--- src/secp_defs.vh ---
/*
  Constants for the serial configuration memory port: register offsets,
  field positions, reset values, opcodes and serial timing counts.
  Assumes inclusion by the top design file of the port and by the bench files.
*/
`ifndef SECP_DEFS_VH
`define SECP_DEFS_VH

// Register byte offsets.
`define SECP_OFF_CTRL 12'h000
`define SECP_OFF_STAT 12'h004
`define SECP_OFF_DATA 12'h008
`define SECP_OFF_MASK 12'h00C
`define SECP_OFF_CFG0 12'h010
`define SECP_OFF_CFG1 12'h014
`define SECP_OFF_PROD 12'h018
`define SECP_OFF_FAIL 12'h01C
// Control register fields.
`define SECP_CTRL_GO 0
`define SECP_CTRL_OP_LO 1
`define SECP_CTRL_OP_HI 2
`define SECP_CTRL_ADR_LO 4
`define SECP_CTRL_ADR_HI 9
`define SECP_CTRL_BIG 12
`define SECP_CTRL_INSEL 13
// Operation codes (start bit excluded): read, write, erase, enable.
`define SECP_OP_READ 2'h0
`define SECP_OP_WRITE 2'h1
`define SECP_OP_ERASE 2'h2
`define SECP_OP_EWEN 2'h3
// Output port bit positions of select, shift clock and data in.
`define SECP_PORT_SEL 3'h5
`define SECP_PORT_CLK 3'h6
`define SECP_PORT_DIN 3'h7
// Reset values.
`define SECP_MASK_RST 8'h00
`define SECP_CTRL_RST 16'h0000
// Serial half period: 1000 ns at 4 ns clock.
`define SECP_HALF_NS 1000
`define SECP_CLK_NS 4
`define SECP_HALF_CYC ((`SECP_HALF_NS + `SECP_CLK_NS - 1) / `SECP_CLK_NS)
// Least select low time between operations: 1000 ns.
`define SECP_DESEL_NS 1000
`define SECP_DESEL_CYC ((`SECP_DESEL_NS + `SECP_CLK_NS - 1) / `SECP_CLK_NS)

`endif

--- src/secp_sync.v ---
/*
  Two-stage synchroniser for one level from outside the clock domain.
  Assumes a free-running CLOCK and a synchronous active-low reset.
*/
`timescale 1ns/100ps
`default_nettype none

module secp_sync (
  // Clock and control
  input wire CLOCK,
  input wire RESET_N,
  input wire CE,
  // Level in and out
  input wire D,
  output wire Q
);
  reg meta_reg;
  reg sync_reg;

  // The first stage feeds only the second one.
  always @(posedge CLOCK) begin
    if (!RESET_N) begin
      meta_reg <= 1'b0;
      sync_reg <= 1'b0;
    end else if (CE) begin
      meta_reg <= D;
      sync_reg <= meta_reg;
    end
  end

  assign Q = sync_reg;
endmodule

`default_nettype wire

--- src/secp_ahb.v ---
/*
  AHB-Lite slave front end: captures the address phase and produces one
  write strobe or read strobe in the data phase. Always OKAY, zero wait while CE is high.
  Assumes single whole-word transfers and a register file behind it.
*/
`timescale 1ns/100ps
`default_nettype none

module secp_ahb (
  // Clock and control
  input wire CLOCK,
  input wire RESET_N,
  input wire CE,
  // AHB-Lite slave side
  input wire HSEL,
  input wire [11:0] HADDR,
  input wire [1:0] HTRANS,
  input wire HWRITE,
  input wire HREADY,
  output wire HREADYOUT,
  output wire HRESP,
  // Register file side
  output wire wr_stb,
  output wire rd_stb,
  output wire [11:0] addr
);
  reg wr_reg;
  reg rd_reg;
  reg [11:0] addr_reg;

  // Address phase capture; NONSEQ or SEQ starts a transfer.
  always @(posedge CLOCK) begin
    if (!RESET_N) begin
      wr_reg <= 1'b0;
      rd_reg <= 1'b0;
      addr_reg <= 12'h000;
    end else if (CE) begin
      wr_reg <= HSEL & HREADY & HTRANS[1] & HWRITE;
      rd_reg <= HSEL & HREADY & HTRANS[1] & ~HWRITE;
      if (HSEL & HREADY & HTRANS[1]) begin
        addr_reg <= HADDR;
      end
    end
  end

  // Data phase is stretched only while the clock enable holds hready low.
  assign HREADYOUT = CE;
  assign HRESP = 1'b0;
  assign wr_stb = wr_reg & CE;
  assign rd_stb = rd_reg & CE;
  assign addr = addr_reg;
endmodule

`default_nettype wire

--- src/secp_top.v ---
/*
  Serial configuration memory port. Software starts read, write, erase
  and erase/write-enable operations over AHB-Lite; the port drives an
  emulated eight-bit latched output port whose three bits form the
  memory's select, shift clock and serial data in, and samples the
  memory's data out from an input-port bit or a resistor-fed bus bit.
  Assumes a 250 MHz CLOCK and a memory of 16 or 64 words of 16 bits.
*/
// How it works
// - Select, clock, data from three port bits.
// - Data out via input port or bus.
// - Sixteen-bit words split into low, high accumulators.
// - Port writes go through readable shadow mask.
// - Read, write, erase, enable; serialise and assemble.
// - Word 0 holds cursor, screen, status bits.
// - Config word 1 holds line settings.
// - Words 2 to 8 hold production data.
// - Larger memory needs only longer address.
// - Word 9 holds two failure codes.
`timescale 1ns/100ps
`default_nettype none
`include "secp_defs.vh"

module secp_top (
  // Clock, reset and enable
  input wire CLOCK,
  input wire RESET_N,
  input wire CE,
  // AHB-Lite register bus
  input wire HSEL,
  input wire [11:0] HADDR,
  input wire [1:0] HTRANS,
  input wire HWRITE,
  input wire [2:0] HSIZE,
  input wire [31:0] HWDATA,
  input wire HREADY,
  output wire HREADYOUT,
  output wire HRESP,
  output reg [31:0] HRDATA,
  // Latched output port and memory data return
  output wire [7:0] OUT_PORT,
  input wire IN_PORT_DOUT,
  input wire ROM_BUS_DOUT,
  // Decoded configuration
  output wire CURSOR_BLINK,
  output wire CURSOR_BLOCK,
  output wire CURSOR_INVERT,
  output wire SCREEN_INVERSE,
  output wire LOCAL_MODE,
  output wire STATUS_LINE,
  output wire [3:0] BAUD_SEL,
  output wire TWO_STOP,
  output wire EIGHT_DATA,
  output wire PARITY_ON,
  output wire PARITY_ODD,
  output wire [7:0] FAIL_CODE1,
  output wire [7:0] FAIL_CODE2
);
  localparam ST_IDLE = 3'h0;
  localparam ST_SEL = 3'h1;
  localparam ST_LOW = 3'h2;
  localparam ST_HIGH = 3'h3;
  localparam ST_DESEL = 3'h4;
  localparam integer HALF_N = `SECP_HALF_CYC;
  localparam integer DESEL_N = `SECP_DESEL_CYC;
  // Both counts fit the ten-bit timer; the cut is deliberate.
  localparam [9:0] HALF = HALF_N[9:0];
  localparam [9:0] DESEL = DESEL_N[9:0];

  wire wr_stb;
  wire rd_stb;
  wire [11:0] addr;
  wire in_port_sync;
  wire rom_bus_sync;
  reg [2:0] state_reg;
  reg [9:0] tmr_reg;
  reg [5:0] bit_reg;
  reg [5:0] nbits_reg;
  reg [25:0] shift_reg;
  reg [7:0] low_accumulator_reg;
  reg [7:0] high_accumulator_reg;
  reg [7:0] mask_reg;
  reg [15:0] ctrl_reg;
  reg busy_reg;
  reg done_reg;
  reg [15:0] cfg0_reg;
  reg [15:0] cfg1_reg;
  reg [15:0] fail_reg;
  reg [15:0] prod_reg;
  wire serial_data_out;
  wire [1:0] op_code;
  wire [5:0] word_addr;
  wire big_mem;

  // Returns a mask with one port bit forced to a level.
  function [7:0] set_bit;
    input [7:0] m;
    input [2:0] pos;
    input val;
    begin
      set_bit = m;
      set_bit[pos] = val;
    end
  endfunction

  secp_ahb u_ahb (
    .CLOCK(CLOCK),
    .RESET_N(RESET_N),
    .CE(CE),
    .HSEL(HSEL),
    .HADDR(HADDR),
    .HTRANS(HTRANS),
    .HWRITE(HWRITE),
    .HREADY(HREADY),
    .HREADYOUT(HREADYOUT),
    .HRESP(HRESP),
    .wr_stb(wr_stb),
    .rd_stb(rd_stb),
    .addr(addr)
  );

  // Both return paths come from pins, so both are synchronised.
  secp_sync u_sync_in (
    .CLOCK(CLOCK),
    .RESET_N(RESET_N),
    .CE(CE),
    .D(IN_PORT_DOUT),
    .Q(in_port_sync)
  );
  secp_sync u_sync_bus (
    .CLOCK(CLOCK),
    .RESET_N(RESET_N),
    .CE(CE),
    .D(ROM_BUS_DOUT),
    .Q(rom_bus_sync)
  );

  // Input-port path when fitted, else the resistor-fed bus bit.
  assign serial_data_out = ctrl_reg[`SECP_CTRL_INSEL] ? in_port_sync : rom_bus_sync;
  assign op_code = ctrl_reg[`SECP_CTRL_OP_HI:`SECP_CTRL_OP_LO];
  assign word_addr = ctrl_reg[`SECP_CTRL_ADR_HI:`SECP_CTRL_ADR_LO];
  assign big_mem = ctrl_reg[`SECP_CTRL_BIG];

  // The port shows the shadow mask only; no bit is driven past it.
  assign OUT_PORT = mask_reg;

  // Register writes, operation launch and the serial engine.
  always @(posedge CLOCK) begin
    if (!RESET_N) begin
      state_reg <= ST_IDLE;
      tmr_reg <= 10'h000;
      bit_reg <= 6'h00;
      nbits_reg <= 6'h00;
      shift_reg <= 26'h0000000;
      low_accumulator_reg <= 8'h00;
      high_accumulator_reg <= 8'h00;
      mask_reg <= `SECP_MASK_RST;
      ctrl_reg <= `SECP_CTRL_RST;
      busy_reg <= 1'b0;
      done_reg <= 1'b0;
      cfg0_reg <= 16'h0000;
      cfg1_reg <= 16'h0000;
      fail_reg <= 16'h0000;
      prod_reg <= 16'h0000;
    end else if (CE) begin
      if (wr_stb && !busy_reg) begin
        if (addr == `SECP_OFF_CTRL) begin
          ctrl_reg <= HWDATA[15:0];
          if (HWDATA[`SECP_CTRL_GO]) begin
            busy_reg <= 1'b1;
            state_reg <= ST_SEL;
            tmr_reg <= HALF;
          end
        end else if (addr == `SECP_OFF_DATA) begin
          low_accumulator_reg <= HWDATA[7:0];
          high_accumulator_reg <= HWDATA[15:8];
        end else if (addr == `SECP_OFF_MASK) begin
          // Serial bits stay under engine control; others are free.
          mask_reg <= {mask_reg[7:5], HWDATA[4:0]};
        end
      end
      if (wr_stb && !busy_reg && addr == `SECP_OFF_CTRL && HWDATA[`SECP_CTRL_GO]) begin
        done_reg <= 1'b0;
      end
      case (state_reg)
        ST_IDLE: begin
          // Nothing here: a timer load would override the launch load above.
        end
        ST_SEL: begin
          if (tmr_reg == 10'h001) begin
            // Frame: start bit, opcode, address, then data (write), dummy+data (read) or nothing (erase, enable).
            mask_reg <= set_bit(mask_reg, `SECP_PORT_SEL, 1'b1);
            if (big_mem) begin
              shift_reg <= {1'b1, op_code, word_addr, high_accumulator_reg,
                low_accumulator_reg, 1'b0};
              nbits_reg <= (op_code == `SECP_OP_WRITE) ? 6'h19 :
                ((op_code == `SECP_OP_READ) ? 6'h1A : 6'h09);
            end else begin
              shift_reg <= {1'b1, op_code, word_addr[3:0], high_accumulator_reg,
                low_accumulator_reg, 3'h0};
              nbits_reg <= (op_code == `SECP_OP_WRITE) ? 6'h17 :
                ((op_code == `SECP_OP_READ) ? 6'h18 : 6'h07);
            end
            bit_reg <= 6'h00;
            tmr_reg <= HALF;
            state_reg <= ST_LOW;
          end else begin
            tmr_reg <= tmr_reg - 10'h001;
          end
        end
        ST_LOW: begin
          // Data is set while the clock is low, sampled on its rise.
          mask_reg <= set_bit(set_bit(mask_reg, `SECP_PORT_CLK, 1'b0),
            `SECP_PORT_DIN, shift_reg[25]);
          if (tmr_reg == 10'h001) begin
            mask_reg <= set_bit(set_bit(mask_reg, `SECP_PORT_CLK, 1'b1),
              `SECP_PORT_DIN, shift_reg[25]);
            tmr_reg <= HALF;
            state_reg <= ST_HIGH;
          end else begin
            tmr_reg <= tmr_reg - 10'h001;
          end
        end
        ST_HIGH: begin
          if (tmr_reg == 10'h001) begin
            // Read bits arrive one slot later than written ones; the
            // leading zero dummy falls into the bit dropped at shift 9/7.
            shift_reg <= {shift_reg[24:0], serial_data_out};
            bit_reg <= bit_reg + 6'h01;
            tmr_reg <= HALF;
            if (bit_reg + 6'h01 == nbits_reg) begin
              state_reg <= ST_DESEL;
              tmr_reg <= DESEL;
              mask_reg <= set_bit(set_bit(mask_reg, `SECP_PORT_CLK, 1'b0),
                `SECP_PORT_SEL, 1'b0);
            end else begin
              // Drop the clock with the next bit now, so both halves last HALF.
              mask_reg <= set_bit(set_bit(mask_reg, `SECP_PORT_CLK, 1'b0),
                `SECP_PORT_DIN, shift_reg[24]);
              state_reg <= ST_LOW;
            end
          end else begin
            tmr_reg <= tmr_reg - 10'h001;
          end
        end
        ST_DESEL: begin
          if (tmr_reg == 10'h001) begin
            state_reg <= ST_IDLE;
            busy_reg <= 1'b0;
            done_reg <= 1'b1;
            if (op_code == `SECP_OP_READ) begin
              low_accumulator_reg <= shift_reg[7:0];
              high_accumulator_reg <= shift_reg[15:8];
              // Mirror decoded words for the configuration outputs.
              if (word_addr == 6'h00) begin
                cfg0_reg <= shift_reg[15:0];
              end else if (word_addr == 6'h01) begin
                cfg1_reg <= shift_reg[15:0];
              end else if (word_addr == 6'h09) begin
                fail_reg <= shift_reg[15:0];
              end else if (word_addr >= 6'h02 && word_addr <= 6'h08) begin
                prod_reg <= shift_reg[15:0];
              end
            end
          end else begin
            tmr_reg <= tmr_reg - 10'h001;
          end
        end
        default: begin
          state_reg <= ST_IDLE;
        end
      endcase
    end
  end

  // Read data mux, registered in the data phase; unmapped reads zero.
  always @(posedge CLOCK) begin
    if (!RESET_N) begin
      HRDATA <= 32'h00000000;
    end else if (CE) begin
      if (HSEL && HREADY && HTRANS[1] && !HWRITE) begin
        if (HADDR == `SECP_OFF_CTRL) begin
          HRDATA <= {16'h0000, ctrl_reg};
        end else if (HADDR == `SECP_OFF_STAT) begin
          HRDATA <= {29'h00000000, serial_data_out, done_reg, busy_reg};
        end else if (HADDR == `SECP_OFF_DATA) begin
          HRDATA <= {16'h0000, high_accumulator_reg, low_accumulator_reg};
        end else if (HADDR == `SECP_OFF_MASK) begin
          HRDATA <= {24'h000000, mask_reg};
        end else if (HADDR == `SECP_OFF_CFG0) begin
          HRDATA <= {16'h0000, cfg0_reg};
        end else if (HADDR == `SECP_OFF_CFG1) begin
          HRDATA <= {16'h0000, cfg1_reg};
        end else if (HADDR == `SECP_OFF_PROD) begin
          HRDATA <= {16'h0000, prod_reg};
        end else if (HADDR == `SECP_OFF_FAIL) begin
          HRDATA <= {16'h0000, fail_reg};
        end else begin
          HRDATA <= 32'h00000000;
        end
      end
    end
  end

  // Configuration word 0 fields; bits 6 to 15 are spare.
  assign CURSOR_BLINK = cfg0_reg[0];
  assign CURSOR_BLOCK = cfg0_reg[1];
  assign CURSOR_INVERT = cfg0_reg[2];
  assign SCREEN_INVERSE = cfg0_reg[3];
  assign LOCAL_MODE = cfg0_reg[4];
  assign STATUS_LINE = cfg0_reg[5];
  // Configuration word 1 fields; bits 8 to 15 are spare.
  assign BAUD_SEL = cfg1_reg[3:0];
  assign TWO_STOP = cfg1_reg[4];
  assign EIGHT_DATA = cfg1_reg[5];
  assign PARITY_ON = cfg1_reg[6];
  assign PARITY_ODD = cfg1_reg[7];
  // Failure codes in the low and high bytes of word 9.
  assign FAIL_CODE1 = fail_reg[7:0];
  assign FAIL_CODE2 = fail_reg[15:8];
endmodule

`default_nettype wire

--- config.mk ---
export PLATFORM = sky130hd
export DESIGN_NAME = secp_top
export DESIGN_NICKNAME = d
export VERILOG_FILES = /design/src/secp_sync.v /design/src/secp_ahb.v /design/src/secp_top.v
export VERILOG_INCLUDE_DIRS = /design/src /design/src/src
export SDC_FILE = /design/constraint.sdc
export NUM_CORES = 1
export LEC_CHECK = 0
export ABC_AREA = 0
export BUFFER_PORTS_ARGS = -buffer_cell sky130_fd_sc_hd__clkbuf_2
export CORE_UTILIZATION = 30
export CTS_CLUSTER_SIZE = 8
export DETAILED_ROUTE_END_ITERATION = 10
export PLACE_DENSITY_LB_ADDON = 0.08
export SYNTH_ARGS = -nofsm -noshare
export SYNTH_HDL_FRONTEND = slang
export SYNTH_SLANG_ARGS = --single-unit
--- constraint.sdc ---
create_clock -name CLOCK -period 2.6 [get_ports CLOCK]
set_input_delay 0.26 -clock CLOCK [delete_from_list [all_inputs] [get_ports CLOCK]]
set_output_delay 0.26 -clock CLOCK [all_outputs]
set_load 0.01 [all_outputs]
==> run metrics <==
CP Data Required Time 2.94 ns; Finish-stage setup viols 0; main combinational cell family by area after synthesis simple AND/OR/NAND/NOR gates; Hold Crit Class input pin to flip-flop; max FFs per register 26; synth warn 0; violated checks design-rule violations; switching part of the total 26.9%; EDFF count, synth 0; most common cell after layout, fill and taps aside nand2_1; DRT Pass-1 Iters 8; proportion of layout cells with a drive suffix above 1 about 18%; synthesis-stage register bit count 189; n_diodes 0; Die Wd between 150 and 200 µm; Clk pin slew, worst setup/hold paths ~0.08 ns; Syn Inst Count 1147; vias post-DR just under 9000; Static Leak between 4 and 5 nW; setup TNS 0 ns; Final period util about 91%; fin crit period 2.35 ns; Finished Core Util between 30 and 40%; Worst Tran Pin Value around 0.85 ns; Max Root-Sink Buffers 2; H-tree Lvls 4; initial antenna violation count 0; maxcap violations 0; clock latency on the worst-skew pair 0.46 ns; post-CTS setup buffer count 0; Port Buf Inserts 91; Final Hold Viols 0; Rel. slew slack 43.3%; nets@finish between 1000 and 1500; Core Box Area roughly 30000 µm²; drt wl/cell about 21 µm; NetSw approximately 1.7 mW; CP arrival between 2 and 3 ns; FFs w/ async S/R, synth 0%; Pwr Density 562 nW/µm²; final slew viol count 0; Sink Count 189; post-synthesis simple-gate area fraction 22.0%; Synth Area in Compound Gates between 20% and 30%; Post-Synth Adder-Cell Area less than 1%; Reg power frac between 40% and 50%; Peak Freq 425 MHz; mapped cell area between 9000 and 10000 µm²; CTS root buf clkbuf_16; clock group share of total power 45.6%; ys flop type dfxtp_1; crit start category flip-flop; crit path max fanout 7; CP endpoint kind flip-flop; area delta synth->final 17.1%; I/O pins around 130; GRT Util Overall 21.5%; RSZ-0062 raised after global routing false; number of global-route vias before repair 8215; CTS Buf Count 17; Seq/Total Area, Yosys between 40% and 50%; die area between 30000 and 40000 µm²; Avg Inst Size Synth between 8 and 9 µm²; mux cell area share after synthesis under 10%; antenna viol nets, final 0; xor and xnor area share after synthesis less than 1%; critical path class flip-flop to flip-flop; worst hold margin roughly 0.044 ns; Gate power share under 10%; Die Ht around 180 µm; Internal between 4 and 5 mW; # rows between 60 and 70; initial drt markers around 760; pin count of the biggest net entering global routing 55; status finished, violations left; first-pass GRT wire length 51.5 mm; dpl hpwl 23.7 mm; maximum VDD drop roughly 0.00046 V; count of different cell masters after synthesis 80; Placer Congestion ~0.8; WL final ~34 mm; CTS tree yes; Initial Util a little under a third; drt drc 22; fillers around 3300; vias per std cell around 5.4; Worst Skew 0.0148 ns; leading cell types in the layout, fill and taps excluded nand2_1 (234), dfxtp_1 (188), a21oi_1 (120); GRT overflow 0
==> worst max-delay path, cell delays in order (launching register included) <==
cell,delay [ns]
dfxtp_1,0.43
ha_1,0.32
or3b_2,0.47
a211oi_1,0.25
nor3_1,0.16
o41a_1,0.40
o2111a_1,0.23
==> per-stage QoR <==
stage	instance area (µm²)	setup slack (ns)	instances	total power, mW
global route	11000	0.0681	1624	6.43
detailed placement	10400	0.196	1592	3.44
floorplan	9490	0.459	1163	3.29
finish	11000	0.246	1624	6.20
CTS	11000	0.181	1624	6.28
global placement	10400	0.248	1592	3.44
==> final timing paths <==
kind                                     end  cells after the start  slack, ns                      start
setup / recovery    OUT_PORT[7]$_SDFFE_PN0P_                      6       0.25    bit_reg[0]$_SDFFE_PN0P_
hold reg to reg    cfg1_reg[15]$_SDFFE_PN0P_                      2       0.45  cfg1_reg[15]$_SDFFE_PN0P_
hold / removal    u_ahb.addr[9]$_SDFFE_PN0P_                      3       0.04                   HADDR[9]
setup reg to reg    OUT_PORT[7]$_SDFFE_PN0P_                      6       0.25    bit_reg[0]$_SDFFE_PN0P_
==> cell families (layout without fill, tap and decap cells) <==
family / after synthesis / in the layout
and+or+nand+nor: 431 / 431
AOI/OAI and AO/OA: 319 / 319
DFF: 189 / 189
buffers and inverters: 125 / 190
muxes: 69 / 69
xor gates and xnor gates: 10 / 10
adders and majority gates: 3 / 3
other: 1 / 17
==> final cells by class <==
cell class,instances,area (µm²),area share [%]
repair buffers,149,991,8.98
clock inverters,15,201,1.82
inverters,9,36.3,0.329
well taps,396,495,4.49
clock buffers,17,425,3.85
flip-flops and latches,189,3780,34.3
multi-input cells,849,5110,46.2
==> cell usage after synthesis, drive strengths merged, types with 4 or more instances <==
cell type  instances  share of area (%)
a211oi            25                2.0
a21oi            120                6.4
a221oi             7               0.65
a22o               6               0.56
a22oi              7               0.56
a311oi             7               0.65
a31oi             12               0.80
and2               9               0.60
and3               6               0.40
and4               5               0.46
buf               54                3.5
clkbuf            62                2.5
dfxtp            189                 40
inv                9               0.36
mux2               9                1.1
mux2i             53                5.6
mux4               7                1.7
nand2            234                9.3
nand2b             5               0.33
nand3             23                1.4
nand4             13               0.93
nor2              60                2.4
nor2b              5               0.33
nor3              31                1.9
nor4               9               0.82
nor4b              7               0.88
o211a             17                1.8
o211ai            26                2.1
o21a               5               0.40
o21ai             57                3.0
or3                7               0.57
or4                5               0.48
xnor2              6               0.56
xor2               4               0.37
==> what timing repair did <==
action                     CTS  global route
setup endpoints to repair    0             1
resized for setup            0             1
hold buffers                 0             0
==> routing by layer <==
layer	GRT usage [%]	up-vias	wire length, µm
li1	-	4228	-
met1	32.1	4217	17600
met2	31.3	223	14300
met3	3.58	23	1560
met4	5.64	0	449
met5	0	-	0
==> power groups by stage <==
stage | logic [mW] | clock network [mW] | registers [mW]
3_5_place_dp | 0.433 | 0 | 3.01
6_report | 0.433 | 2.83 | 2.94
5_1_grt | 0.469 | 3.02 | 2.95
4_1_cts | 0.434 | 2.91 | 2.94
3_3_place_gp | 0.433 | 0 | 3.01
2_1_floorplan | 0.287 | 0 | 3.00
Power figures use the tool's default switching activity.
